==> src/lcdsc_defines.svh <==
// Offsets, field codes, reset values and counts for the segment LCD driver
`ifndef LCDSC_DEFINES_SVH
`define LCDSC_DEFINES_SVH

`define LCDSC_CTRL_OFFSET     8'hE0
`define LCDSC_CTRL_RESET      8'h00
`define LCDSC_RAM_PAGE        4'h2
`define LCDSC_RAM_FIRST       8'h00
`define LCDSC_RAM_LAST        8'h0F
`define LCDSC_RAM_BYTES       16
`define LCDSC_SEGMENTS        32
`define LCDSC_COMMONS         4

`define LCDSC_DUTY_QUARTER    2'h0
`define LCDSC_DUTY_THIRD      2'h1
`define LCDSC_DUTY_HALF       2'h2
`define LCDSC_DUTY_STATIC     2'h3

`define LCDSC_CLK_64HZ        2'h0
`define LCDSC_CLK_128HZ       2'h1
`define LCDSC_CLK_256HZ       2'h2
`define LCDSC_CLK_512HZ       2'h3

`define LCDSC_DIV_64HZ        3'h7
`define LCDSC_DIV_128HZ       3'h3
`define LCDSC_DIV_256HZ       3'h1
`define LCDSC_DIV_512HZ       3'h0

`define LCDSC_LAST_QUARTER    2'h3
`define LCDSC_LAST_THIRD      2'h2
`define LCDSC_LAST_HALF       2'h1
`define LCDSC_LAST_STATIC     2'h0

`endif

==> src/lcdsc_pkg.sv <==
// Types shared by the segment LCD driver
package lcdsc_pkg;

  // Control register layout, bit 7 down to bit 0
  typedef struct packed {
    logic [1:0] reserved;
    logic [1:0] clk_sel;
    logic       ext_resistor;
    logic [1:0] duty;
    logic       display_on;
  } lcdsc_ctrl_t;

  // Processor access to data memory and control register space
  typedef struct packed {
    logic       sfr;
    logic [3:0] page;
    logic [7:0] addr;
    logic       wr;
    logic       rd;
    logic [7:0] wdata;
  } lcdsc_bus_t;

endpackage

==> src/lcdsc_driver.sv <==
// Segment and common scan driver with display memory and control register
//
// Overview of operation
// - Drive 32 segments by 4 commons
// - Display memory is page 2 bytes 00H-0FH
// - Bit one lights dot, zero leaves off
// - Fetch memory autonomously in step with frame clock
// - Unused display bytes stay general-purpose storage
// - Refresh continues from subsidiary clock during idle
// - Frame rate is frame clock over commons
// - Control selects on, duty, clock, resistors
// - Reset clears control: blank, quarter, 64Hz
// - Frame clock sets common scan rate
// - Duty selects which commons are active
// - Segments present bit per active common phase
// - One selects, zero gives non-select level
// - No watch timer; its run and clock come in as inputs
`timescale 1ns/100ps
`include "lcdsc_defines.svh"

module lcdsc_driver #(
  parameter int SEGMENTS = `LCDSC_SEGMENTS,
  parameter int COMMONS  = `LCDSC_COMMONS,
  parameter int RAM_BYTES = `LCDSC_RAM_BYTES
) (
  input  wire logic                 mclk_in,
  input  wire logic                 rst_b_in,
  input  wire lcdsc_pkg::lcdsc_bus_t bus_in,
  input  wire logic                 watch_run_in,
  input  wire logic                 watch_clock_in,
  output logic [7:0]                bus_rdata_out,
  output logic                      bus_hit_out,
  output logic [SEGMENTS-1:0]       segment_outputs_out,
  output logic [COMMONS-1:0]        common_outputs_out,
  output logic                      ext_resistor_out,
  output logic                      half_bias_out,
  output logic                      frame_clock_out
);

  typedef enum logic [1:0] {
    LCDSC_PH0,
    LCDSC_PH1,
    LCDSC_PH2,
    LCDSC_PH3
  } lcdsc_phase_t;

  lcdsc_pkg::lcdsc_ctrl_t ctrl_reg;
  logic [7:0]             ram_mem [RAM_BYTES];
  logic [2:0]             div_reg;
  lcdsc_phase_t           phase_reg;
  logic [7:0]             rdata_reg;
  logic                   hit_reg;
  logic [SEGMENTS-1:0]    seg_reg;
  logic [COMMONS-1:0]     com_reg;
  logic                   frame_reg;

  // Address decode
  wire ram_hit  = !bus_in.sfr && bus_in.page == `LCDSC_RAM_PAGE &&
                  bus_in.addr <= `LCDSC_RAM_LAST;
  wire ctrl_hit = bus_in.sfr && bus_in.addr == `LCDSC_CTRL_OFFSET;
  wire [3:0] ram_idx = bus_in.addr[3:0];
  wire ram_wr  = ram_hit && bus_in.wr;
  wire ctrl_wr = ctrl_hit && bus_in.wr;

  // Frame clock divider from the watch clock enable
  logic [2:0] div_mask;
  always_comb begin
    unique case (ctrl_reg.clk_sel)
      `LCDSC_CLK_64HZ:  div_mask = `LCDSC_DIV_64HZ;
      `LCDSC_CLK_128HZ: div_mask = `LCDSC_DIV_128HZ;
      `LCDSC_CLK_256HZ: div_mask = `LCDSC_DIV_256HZ;
      `LCDSC_CLK_512HZ: div_mask = `LCDSC_DIV_512HZ;
    endcase
  end
  // Watch timer stopped means no edges reach the divider
  wire wtick = watch_run_in && watch_clock_in;
  wire frame_tick = wtick && ((div_reg & div_mask) == div_mask);
  wire [2:0] div_next = frame_tick ? 3'h0 : div_reg + 3'h1;

  // Common scan sequence
  logic [1:0] last_phase;
  always_comb begin
    unique case (ctrl_reg.duty)
      `LCDSC_DUTY_QUARTER: last_phase = `LCDSC_LAST_QUARTER;
      `LCDSC_DUTY_THIRD:   last_phase = `LCDSC_LAST_THIRD;
      `LCDSC_DUTY_HALF:    last_phase = `LCDSC_LAST_HALF;
      `LCDSC_DUTY_STATIC:  last_phase = `LCDSC_LAST_STATIC;
    endcase
  end
  // Greater-or-equal recovers cleanly if duty shrinks mid-frame
  wire [1:0] phase_cur  = phase_reg;
  wire [1:0] phase_next = (phase_cur >= last_phase) ? 2'h0
                          : phase_cur + 2'h1;
  // One-hot common select; commons past the duty's last phase stay idle
  wire [COMMONS-1:0] com_scan;
  for (genvar c = 0; c < COMMONS; c++) begin : g_com
    localparam logic [1:0] IDX = 2'(c);
    assign com_scan[c] = (phase_next == IDX) && (IDX <= last_phase);
  end

  // Segment bits fetched straight from display memory
  wire [SEGMENTS-1:0] seg_fetch;
  for (genvar j = 0; j < SEGMENTS; j++) begin : g_seg
    localparam logic ODD = logic'(j % 2);
    wire [7:0] byte_w = ram_mem[j / 2];
    wire [2:0] bit_sel = {ODD, phase_next};
    assign seg_fetch[j] = byte_w[bit_sel];
  end

  // Reserved control bits are dropped on write and read back as zero
  wire [7:0] rd_sel = ram_hit  ? ram_mem[ram_idx] :
                      ctrl_hit ? {2'h0, ctrl_reg[5:0]} : 8'h00;

  // Next values; the clocked processes below only load them
  lcdsc_pkg::lcdsc_ctrl_t ctrl_wdata;
  lcdsc_pkg::lcdsc_ctrl_t ctrl_next;
  assign ctrl_wdata = lcdsc_pkg::lcdsc_ctrl_t'({2'h0, bus_in.wdata[5:0]});
  assign ctrl_next  = ctrl_wr ? ctrl_wdata : ctrl_reg;
  wire [7:0]          rdata_next     = bus_in.rd ? rd_sel : 8'h00;
  wire                hit_next       = bus_in.rd && (ram_hit || ctrl_hit);
  wire                half_bias_next = ctrl_reg.duty == `LCDSC_DUTY_HALF;

  // Display off blanks at once; on waits for the next frame tick
  wire                disp_on  = ctrl_reg.display_on;
  wire [SEGMENTS-1:0] seg_hold = frame_tick ? seg_fetch : seg_reg;
  wire [COMMONS-1:0]  com_hold = frame_tick ? com_scan : com_reg;
  wire [SEGMENTS-1:0] seg_next = disp_on ? seg_hold : {SEGMENTS{1'b0}};
  wire [COMMONS-1:0]  com_next = disp_on ? com_hold : {COMMONS{1'b0}};

  always_ff @(posedge mclk_in or negedge rst_b_in) begin
    if (!rst_b_in) begin
      ctrl_reg <= lcdsc_pkg::lcdsc_ctrl_t'(`LCDSC_CTRL_RESET);
    end else begin
      ctrl_reg <= ctrl_next;
    end
  end

  // Display memory is plain storage, no reset
  always_ff @(posedge mclk_in) begin
    if (ram_wr) begin
      ram_mem[ram_idx] <= bus_in.wdata;
    end
  end

  // Read answers stand one cycle, then fall back to zero
  always_ff @(posedge mclk_in or negedge rst_b_in) begin
    if (!rst_b_in) begin
      rdata_reg <= 8'h00;
    end else begin
      rdata_reg <= rdata_next;
    end
  end

  always_ff @(posedge mclk_in or negedge rst_b_in) begin
    if (!rst_b_in) begin
      hit_reg <= 1'b0;
    end else begin
      hit_reg <= hit_next;
    end
  end

  always_ff @(posedge mclk_in or negedge rst_b_in) begin
    if (!rst_b_in) begin
      div_reg <= 3'h0;
    end else if (wtick) begin
      div_reg <= div_next;
    end
  end

  // Pulse trails the tick by one cycle, level with the new outputs
  always_ff @(posedge mclk_in or negedge rst_b_in) begin
    if (!rst_b_in) begin
      frame_reg <= 1'b0;
    end else begin
      frame_reg <= frame_tick;
    end
  end

  always_ff @(posedge mclk_in or negedge rst_b_in) begin
    if (!rst_b_in) begin
      phase_reg <= LCDSC_PH3;
    end else if (frame_tick) begin
      phase_reg <= lcdsc_phase_t'(phase_next);
    end
  end

  always_ff @(posedge mclk_in or negedge rst_b_in) begin
    if (!rst_b_in) begin
      seg_reg <= '0;
    end else begin
      seg_reg <= seg_next;
    end
  end

  always_ff @(posedge mclk_in or negedge rst_b_in) begin
    if (!rst_b_in) begin
      com_reg <= '0;
    end else begin
      com_reg <= com_next;
    end
  end

  always_ff @(posedge mclk_in or negedge rst_b_in) begin
    if (!rst_b_in) begin
      ext_resistor_out <= 1'b0;
    end else begin
      ext_resistor_out <= ctrl_reg.ext_resistor;
    end
  end

  // Static duty ignores bias, so only half duty asks for half bias
  always_ff @(posedge mclk_in or negedge rst_b_in) begin
    if (!rst_b_in) begin
      half_bias_out <= 1'b0;
    end else begin
      half_bias_out <= half_bias_next;
    end
  end

  assign bus_rdata_out       = rdata_reg;
  assign bus_hit_out         = hit_reg;
  assign segment_outputs_out = seg_reg;
  assign common_outputs_out  = com_reg;
  assign frame_clock_out     = frame_reg;

endmodule

==> config.mk <==
export PLATFORM = sky130hd
export DESIGN_NAME = lcdsc_driver
export DESIGN_NICKNAME = d
export VERILOG_FILES = /design/src/lcdsc_pkg.sv /design/src/lcdsc_driver.sv
export VERILOG_INCLUDE_DIRS = /design/src /design/src/src
export SDC_FILE = /design/constraint.sdc
export NUM_CORES = 1
export LEC_CHECK = 0
export BUFFER_PORTS_ARGS = -buffer_cell sky130_fd_sc_hd__buf_2
export CAP_MARGIN = 20
export CORE_ASPECT_RATIO = 2
export CORE_MARGIN = 4
export CORE_UTILIZATION = 52
export CTS_BUF_LIST = sky130_fd_sc_hd__clkbuf_4 sky130_fd_sc_hd__clkbuf_8
export CTS_CLUSTER_SIZE = 10
export DETAILED_ROUTE_END_ITERATION = 10
export PLACE_DENSITY = 0.7
export SYNTH_ARGS = -nofsm -noshare
export SYNTH_HDL_FRONTEND = slang
export SYNTH_SLANG_ARGS = --single-unit
==> constraint.sdc <==
create_clock -name mclk_in -period 3.3 [get_ports mclk_in]
set_input_delay 0.495 -clock mclk_in [delete_from_list [all_inputs] [get_ports mclk_in]]
set_output_delay 0.495 -clock mclk_in [all_outputs]
set_load 0.1 [all_outputs]
==> results of run 1 <==
## kinds of logic (layout without fill, tap and decap cells)
logic type / after synthesis / in the layout / synth area share (%)
multiplexers: 75 / 75 / 14.3
AND/OR/NAND/NOR: 82 / 82 / 5.28
AO/OA/AOI/OAI: 132 / 132 / 12.1
flip-flops: 187 / 187 / 65.7
buffers and inverters: 45 / 143 / 2.16
adder cells (fa/ha/maj): 3 / 3 / 0.464
## routing by layer
| metal | vias to the layer above | routed length (um) | global-route usage (%) | part of all wire (%) |
|---|---|---|---|---|
| met4 | 0 | 1390 | 16.4 | 6.5 |
| met1 | 2628 | 7280 | 28.5 | 34 |
| met3 | 59 | 1010 | 3.15 | 4.7 |
| met5 | - | 0 | 0 | 0 |
| met2 | 214 | 11500 | 44.0 | 54 |
| li1 | 2265 | - | - | - |
## cell usage after synthesis (2+ instances only)
cell         n
buf_2        5
clkbuf_1    28
nand4b_1     2
dfstp_2      2
buf_1        3
a21oi_1      7
mux2i_1     39
a2111oi_0    2
a221oi_1     7
o21ai_0     34
a31oi_1      3
nand2b_1     3
mux2_2       4
inv_1        8
a211oi_1     8
nor4bb_1     2
mux4_2      32
dfrtp_1     57
nor2_1      18
ha_1         3
a32o_1       4
edfxtp_1   128
nor2b_1      8
nand2_1     28
o2bb2ai_1   54
nor3_1       4
o22a_1       4
a22oi_1      2
or4_1        2
o21ai_1      2
nand3_1      5
## power breakdown
group,total [uW],internal (uW),switching [uW]
Clock,1630,741,893
Combinational,3040,674,2370
Sequential,2900,2740,158
Total,7580,4160,3420
## layout make-up
type / instances / area (sq um) / share of cell area (%)
multi-input combinational: 292 / 2640 / 28.5
clock inverter: 13 / 169 / 1.82
tap: 198 / 248 / 2.68
sequential: 187 / 5320 / 57.5
clock buffer: 19 / 255 / 2.76
inverter: 9 / 33.8 / 0.365
timing repair buffer: 102 / 593 / 6.40
## stage by stage
| stage | hold WS [ns] | worst slack, ns | util (%) | cells |
|---|---|---|---|---|
| after floorplan | 0.199 | 0.353 | - | 524 |
| after global placement | 0.386 | 0.436 | 57.8 | 788 |
| after detailed placement | 0.394 | 0.390 | 57.8 | 788 |
| after CTS | 0.150 | 0.597 | 60.5 | 820 |
| after global routing | 0.198 | 0.462 | 60.5 | 820 |
| final | 0.133 | 0.545 | 60.5 | 820 |
## worst max-delay path, cell delays in order (launching register included)
cell	delay, ns
dfstp_2	0.54
inv_1	0.05
ha_1	0.27
nand2b_1	0.27
a2111o_1	0.83
buf_4	0.34
o21ai_0	0.22
o2bb2ai_1	0.11
## worst max path at each step
stage                                    endpoint  slack (ns)          from  cells after the start
after floorplan           segment_outputs_out[11]        0.35  phase_cur[0]                     10
after global placement              ram_mem[5][0]        0.44    bus_in[17]                      6
after detailed placement            ram_mem[5][3]        0.39    bus_in[17]                      6
after CTS                 segment_outputs_out[27]        0.60  phase_cur[0]                      7
after global routing      segment_outputs_out[29]        0.46  phase_cur[0]                      7
final                     segment_outputs_out[27]        0.55  phase_cur[0]                      7
==> results.toml, run 1 <==
[run_status]
outcome = "finished clean"

[finish]
largest_reg_flops = 128
nFillCells = 1209
antenna_cells = 0
fin_area_sq_um = 9260
area.growth.synth_to_final_pct = 14.4
drive_above_1_share_pct = 29.4
top_register = "ram_mem"
nNetsFinal = 639
final_cell_mix = "edfxtp_1 (128), buf_2 (74), dfrtp_1 (57), o2bb2ai_1 (54), mux2i_1 (39)"
layout_commonest_cell = "edfxtp_1"

[logic_synthesis]
netlist-cell-type-count = 47
syn_inst = 524
syn_avg_cell_area_sq_um = 15.5
synth_area_leaders = "edfxtp_1 (47%), dfrtp_1 (18%), mux4_2 (8.9%)"
ys_warn_count = 0
yosysSeqAreaShare_pct = 65.7
netlist_area_sq_um = 8100
synth_top_cell_by_area = "edfxtp_1"
synth_seq_cells = 187
async_reset_ff_share_pct = 31.6
synth_fp_nets = 554
synthFlopType = "edfxtp_1"
synth-edff-count = 128
synth.top_cell.area_share_pct = 47.5

[sta]
hold_viol = 0
worst_pin_slew_ns = 1.06
max_slew_margin_pct = 29.2
final.min_clock_period_ns = 2.75
fmax_mhz = 363
fin_crit_sh_pct = 83.5
fin_tns_setup_ns = 0
report.final.setup_viol = 0
slew_viol_final = 0
skew_ns = 0.0161
rsz0062_at_grt = "no"

[global_route]
antenna_found_initial = 0
grt-ovfl-total = 0
grt_pass1_vias = 5489
grt_pass1_wl_um = 32100
grt_use_total_pct = 25.3
grt_max_degree = 42

[clock_network]
cts_resized = 0
cts_buffers = 17
cts_tree = "built"
cts_root_buf = "clkbuf_8"
postCtsSetupBuffers = 0
clock_latency_ns = 0.48
cts_hold_buf = 0
cts.path.max_buffers = 2
cts_sinks = 187
cts.clk_slew.worst_paths_ns = 0.10
cts.htree.levels = 4

[die]
die_area_sq_um = 17800
die_h_um = 184
floorplan.initialDensity_pct = 52.9
coreArea_sq_um = 15300
die_w_um = 96.2
io_pins = 75
rows = 64

[drt]
route.detailed.drc = 0
ant_nets = 0
vias = 5166
via_per_inst = 6.30
wl_per_cell_um = 25.9
drt_iter0_markers = 476
wirelength_um = 21200
drt-pass1-iter-count = 5

[worst_setup_path]
cp-start-kind = "flop"
critPathKind = "flop to flop"
cp-end-kind = "flop"
crit_fanout = 22
worst-r2r-setup-slack_ns = 0.55
worstRegToRegCells = 7
r2r-start = "phase_cur[0]"
crit_required_ns = 3.66
worstReg2RegEnd = "segment_outputs_out[27]"
crit_arrival_ns = 3.12

[pwr]
power.total_uw = 7580
leakage_uw = 0.00342
power_density_nw_per_um2 = 818
vdd_ir_drop_max_mv = 0.711

[worst_hold_path]
min_path_type = "primary input to asynchronous set/reset pin"

[placed_design]
post-dp-hpwl_um = 15000
gp_congestion = 0.830
post_dp_cell_area_sq_um = 8840
port_buffers = 74

[flow_run]
cap_violations = 0
No activity file was read; power rests on OpenSTA's default activity.
==> run 2, diff against run 1 <==
--- a/config.mk
+++ b/config.mk
@@ -14,7 +14,7 @@
 export CTS_BUF_LIST = sky130_fd_sc_hd__clkbuf_4 sky130_fd_sc_hd__clkbuf_8
 export CTS_CLUSTER_SIZE = 10
 export DETAILED_ROUTE_END_ITERATION = 10
-export PLACE_DENSITY = 0.7
+export PLACE_DENSITY = 0.73
 export SYNTH_ARGS = -nofsm -noshare
 export SYNTH_HDL_FRONTEND = slang
 export SYNTH_SLANG_ARGS = --single-unit
==> constraint.sdc (replaced) <==
create_clock -name mclk_in -period 2.52 [get_ports mclk_in]
set_input_delay 0.378 -clock mclk_in [delete_from_list [all_inputs] [get_ports mclk_in]]
set_output_delay 0.378 -clock mclk_in [all_outputs]
set_load 0.1 [all_outputs]
==> results.toml, run 2 (same netlist as run 1, synthesis figures left out) <==
[worst_setup_path]
cp-end-kind = "flop"
worstRegToRegCells = 7
cp-start-kind = "flop"
crit_fanout = 15
crit_required_ns = 2.86
critPathKind = "flop to flop"
crit_arrival_ns = 2.74

[die]
die_h_um = 184
die_area_sq_um = 17800
io_pins = 75
rows = 64
die_w_um = 96.2
coreArea_sq_um = 15300
floorplan.initialDensity_pct = 52.9

[pwr]
swShare_pct = 45.0
p_clk_share_pct = 19.8
p_seq_share_pct = 38.6
p_switching_uw = 4420
leakage_uw = 0.00350
comb_power_share_pct = 41.5
power.total_uw = 9810
p_int_uw = 5390
vdd_ir_drop_max_mv = 0.920
power_density_nw_per_um2 = 1040

[finish]
nNetsFinal = 656
layout_commonest_cell = "edfxtp_1"
fin_area_sq_um = 9450
top_register = "ram_mem"
seqCellArea_sq_um = 5320
final_cell_mix = "edfxtp_1 (128), buf_2 (74), dfrtp_1 (57), o2bb2ai_1 (54)"
nFillCells = 1164
finalNonFillerCells = 837
antenna_cells = 0
largest_reg_flops = 128
multi_input_area_sq_um = 2680
drive_above_1_share_pct = 32.1
area.growth.synth_to_final_pct = 16.7

[run_status]
outcome = "finished clean"

[clock_network]
cts_buffers = 17
cts_sinks = 187
cts.clk_slew.worst_paths_ns = 0.11
cts_tree = "built"
cts_root_buf = "clkbuf_8"
cts.path.max_buffers = 2
cts.htree.levels = 4
cts_resized = 0
clock_latency_ns = 0.46

[global_route]
antenna_found_initial = 0
grt_use_met1_pct = 27.4
met3_usage_pct = 4.21
grt_max_degree = 42
grt_pass1_vias = 5505
use_met2_pct = 43.3
grt-ovfl-total = 0
top_usage_layer = "met2"
grt_pass1_wl_um = 32100
grt_use_total_pct = 25.1

[sta]
max_slew_margin_pct = 52.0
fmax_mhz = 416
skew_ns = 0.0209
hold_viol = 0
fin_crit_sh_pct = 95.4
report.final.setup_viol = 0
slew_viol_final = 0
worst_pin_slew_ns = 0.720
final.min_clock_period_ns = 2.40
rsz0062_at_grt = "no"

[placed_design]
post_dp_cell_area_sq_um = 9050
placedCellCount = 804
gp_congestion = 0.910
post-dp-hpwl_um = 15100
port_buffers = 74

[drt]
via_per_inst = 6.19
route.detailed.drc = 0
wirelength_um = 20900
drt-pass1-iter-count = 5
drt_iter0_markers = 363
wl_per_cell_um = 24.9
ant_nets = 0
vias = 5185

[flow_run]
cap_violations = 0

[worst_hold_path]
hold_depth = 3
min_path_type = "primary input to flop"
## run 2: changes by cell type in the layout (fill, tap and decap cells not counted), moves of 3 or more
cell,change
buf_12,+4
inv_8,-4
nor2_1,-3
nor2_4,+3
nor3_1,-3
buf_4,+12
## run 2: final cells by class
cell class,instances,area share [%]
clock buffers,20,2.71
clock inverters,12,1.40
inverters,9,0.358
multi-input cells,292,28.4
flip-flops and latches,187,56.3
well taps,198,2.62
repair buffers,119,8.18
## run 2: final timing paths
check / end / slack, ns / startpoint
setup / recovery: segment_outputs_out[21] / 0.12 / phase_cur[0]
hold / removal: div_reg[0] / 0.18 / watch_clock_in
setup reg to reg: segment_outputs_out[21] / 0.12 / phase_cur[0]
hold reg to reg: ext_resistor_out / 0.43 / ctrl_reg[3]
max in group asynchronous: phase_cur[1] / 1.26 / rst_b_in
min in group asynchronous: segment_outputs_out[10] / 0.48 / rst_b_in
## run 2: layer usage
layer,wire length [um],part of all wire (%),up-vias
li1,-,-,2300
met1,7250,35,2610
met2,11100,53,215
met3,898,4.3,60
met4,1610,7.7,0
met5,0,0,-
## run 2: what timing repair did
item,CTS,global route
buffers inserted,0,0
hold buffers,1,0
hold endpoints to repair,28,0
## run 2: critical path, stage by stage, from the launching register on
cell and delay, ns:
dfstp_2 0.54, inv_1 0.05, ha_1 0.27, nand2b_1 0.16, a2111o_1 0.66, buf_4 0.30
o21ai_0 0.20, o2bb2ai_1 0.09
## run 2: metrics by stage
step / utilization (%) / setup TNS, ns / hold WS [ns] / setup slack [ns]
6_report: 61.8 / 0 / 0.183 / 0.116
5_1_grt: 61.8 / 0 / 0.183 / 0.0290
4_1_cts: 61.8 / 0 / 0.171 / 0.118
3_5_place_dp: 59.2 / -4.36 / 0.408 / -0.160
3_3_place_gp: 59.2 / -3.65 / 0.399 / -0.152
2_1_floorplan: - / -0.645 / 0.0824 / -0.0807
## run 2: power groups by stage
| stage | registers, uW | logic (uW) | clock network [uW] |
|---|---|---|---|
| after floorplan | 5750 | 1190 | 0 |
| after global placement | 3840 | 4030 | 0 |
| after detailed placement | 3850 | 4080 | 0 |
| after CTS | 3790 | 4090 | 1970 |
| after global routing | 3830 | 4240 | 2100 |
| final | 3790 | 4080 | 1940 |
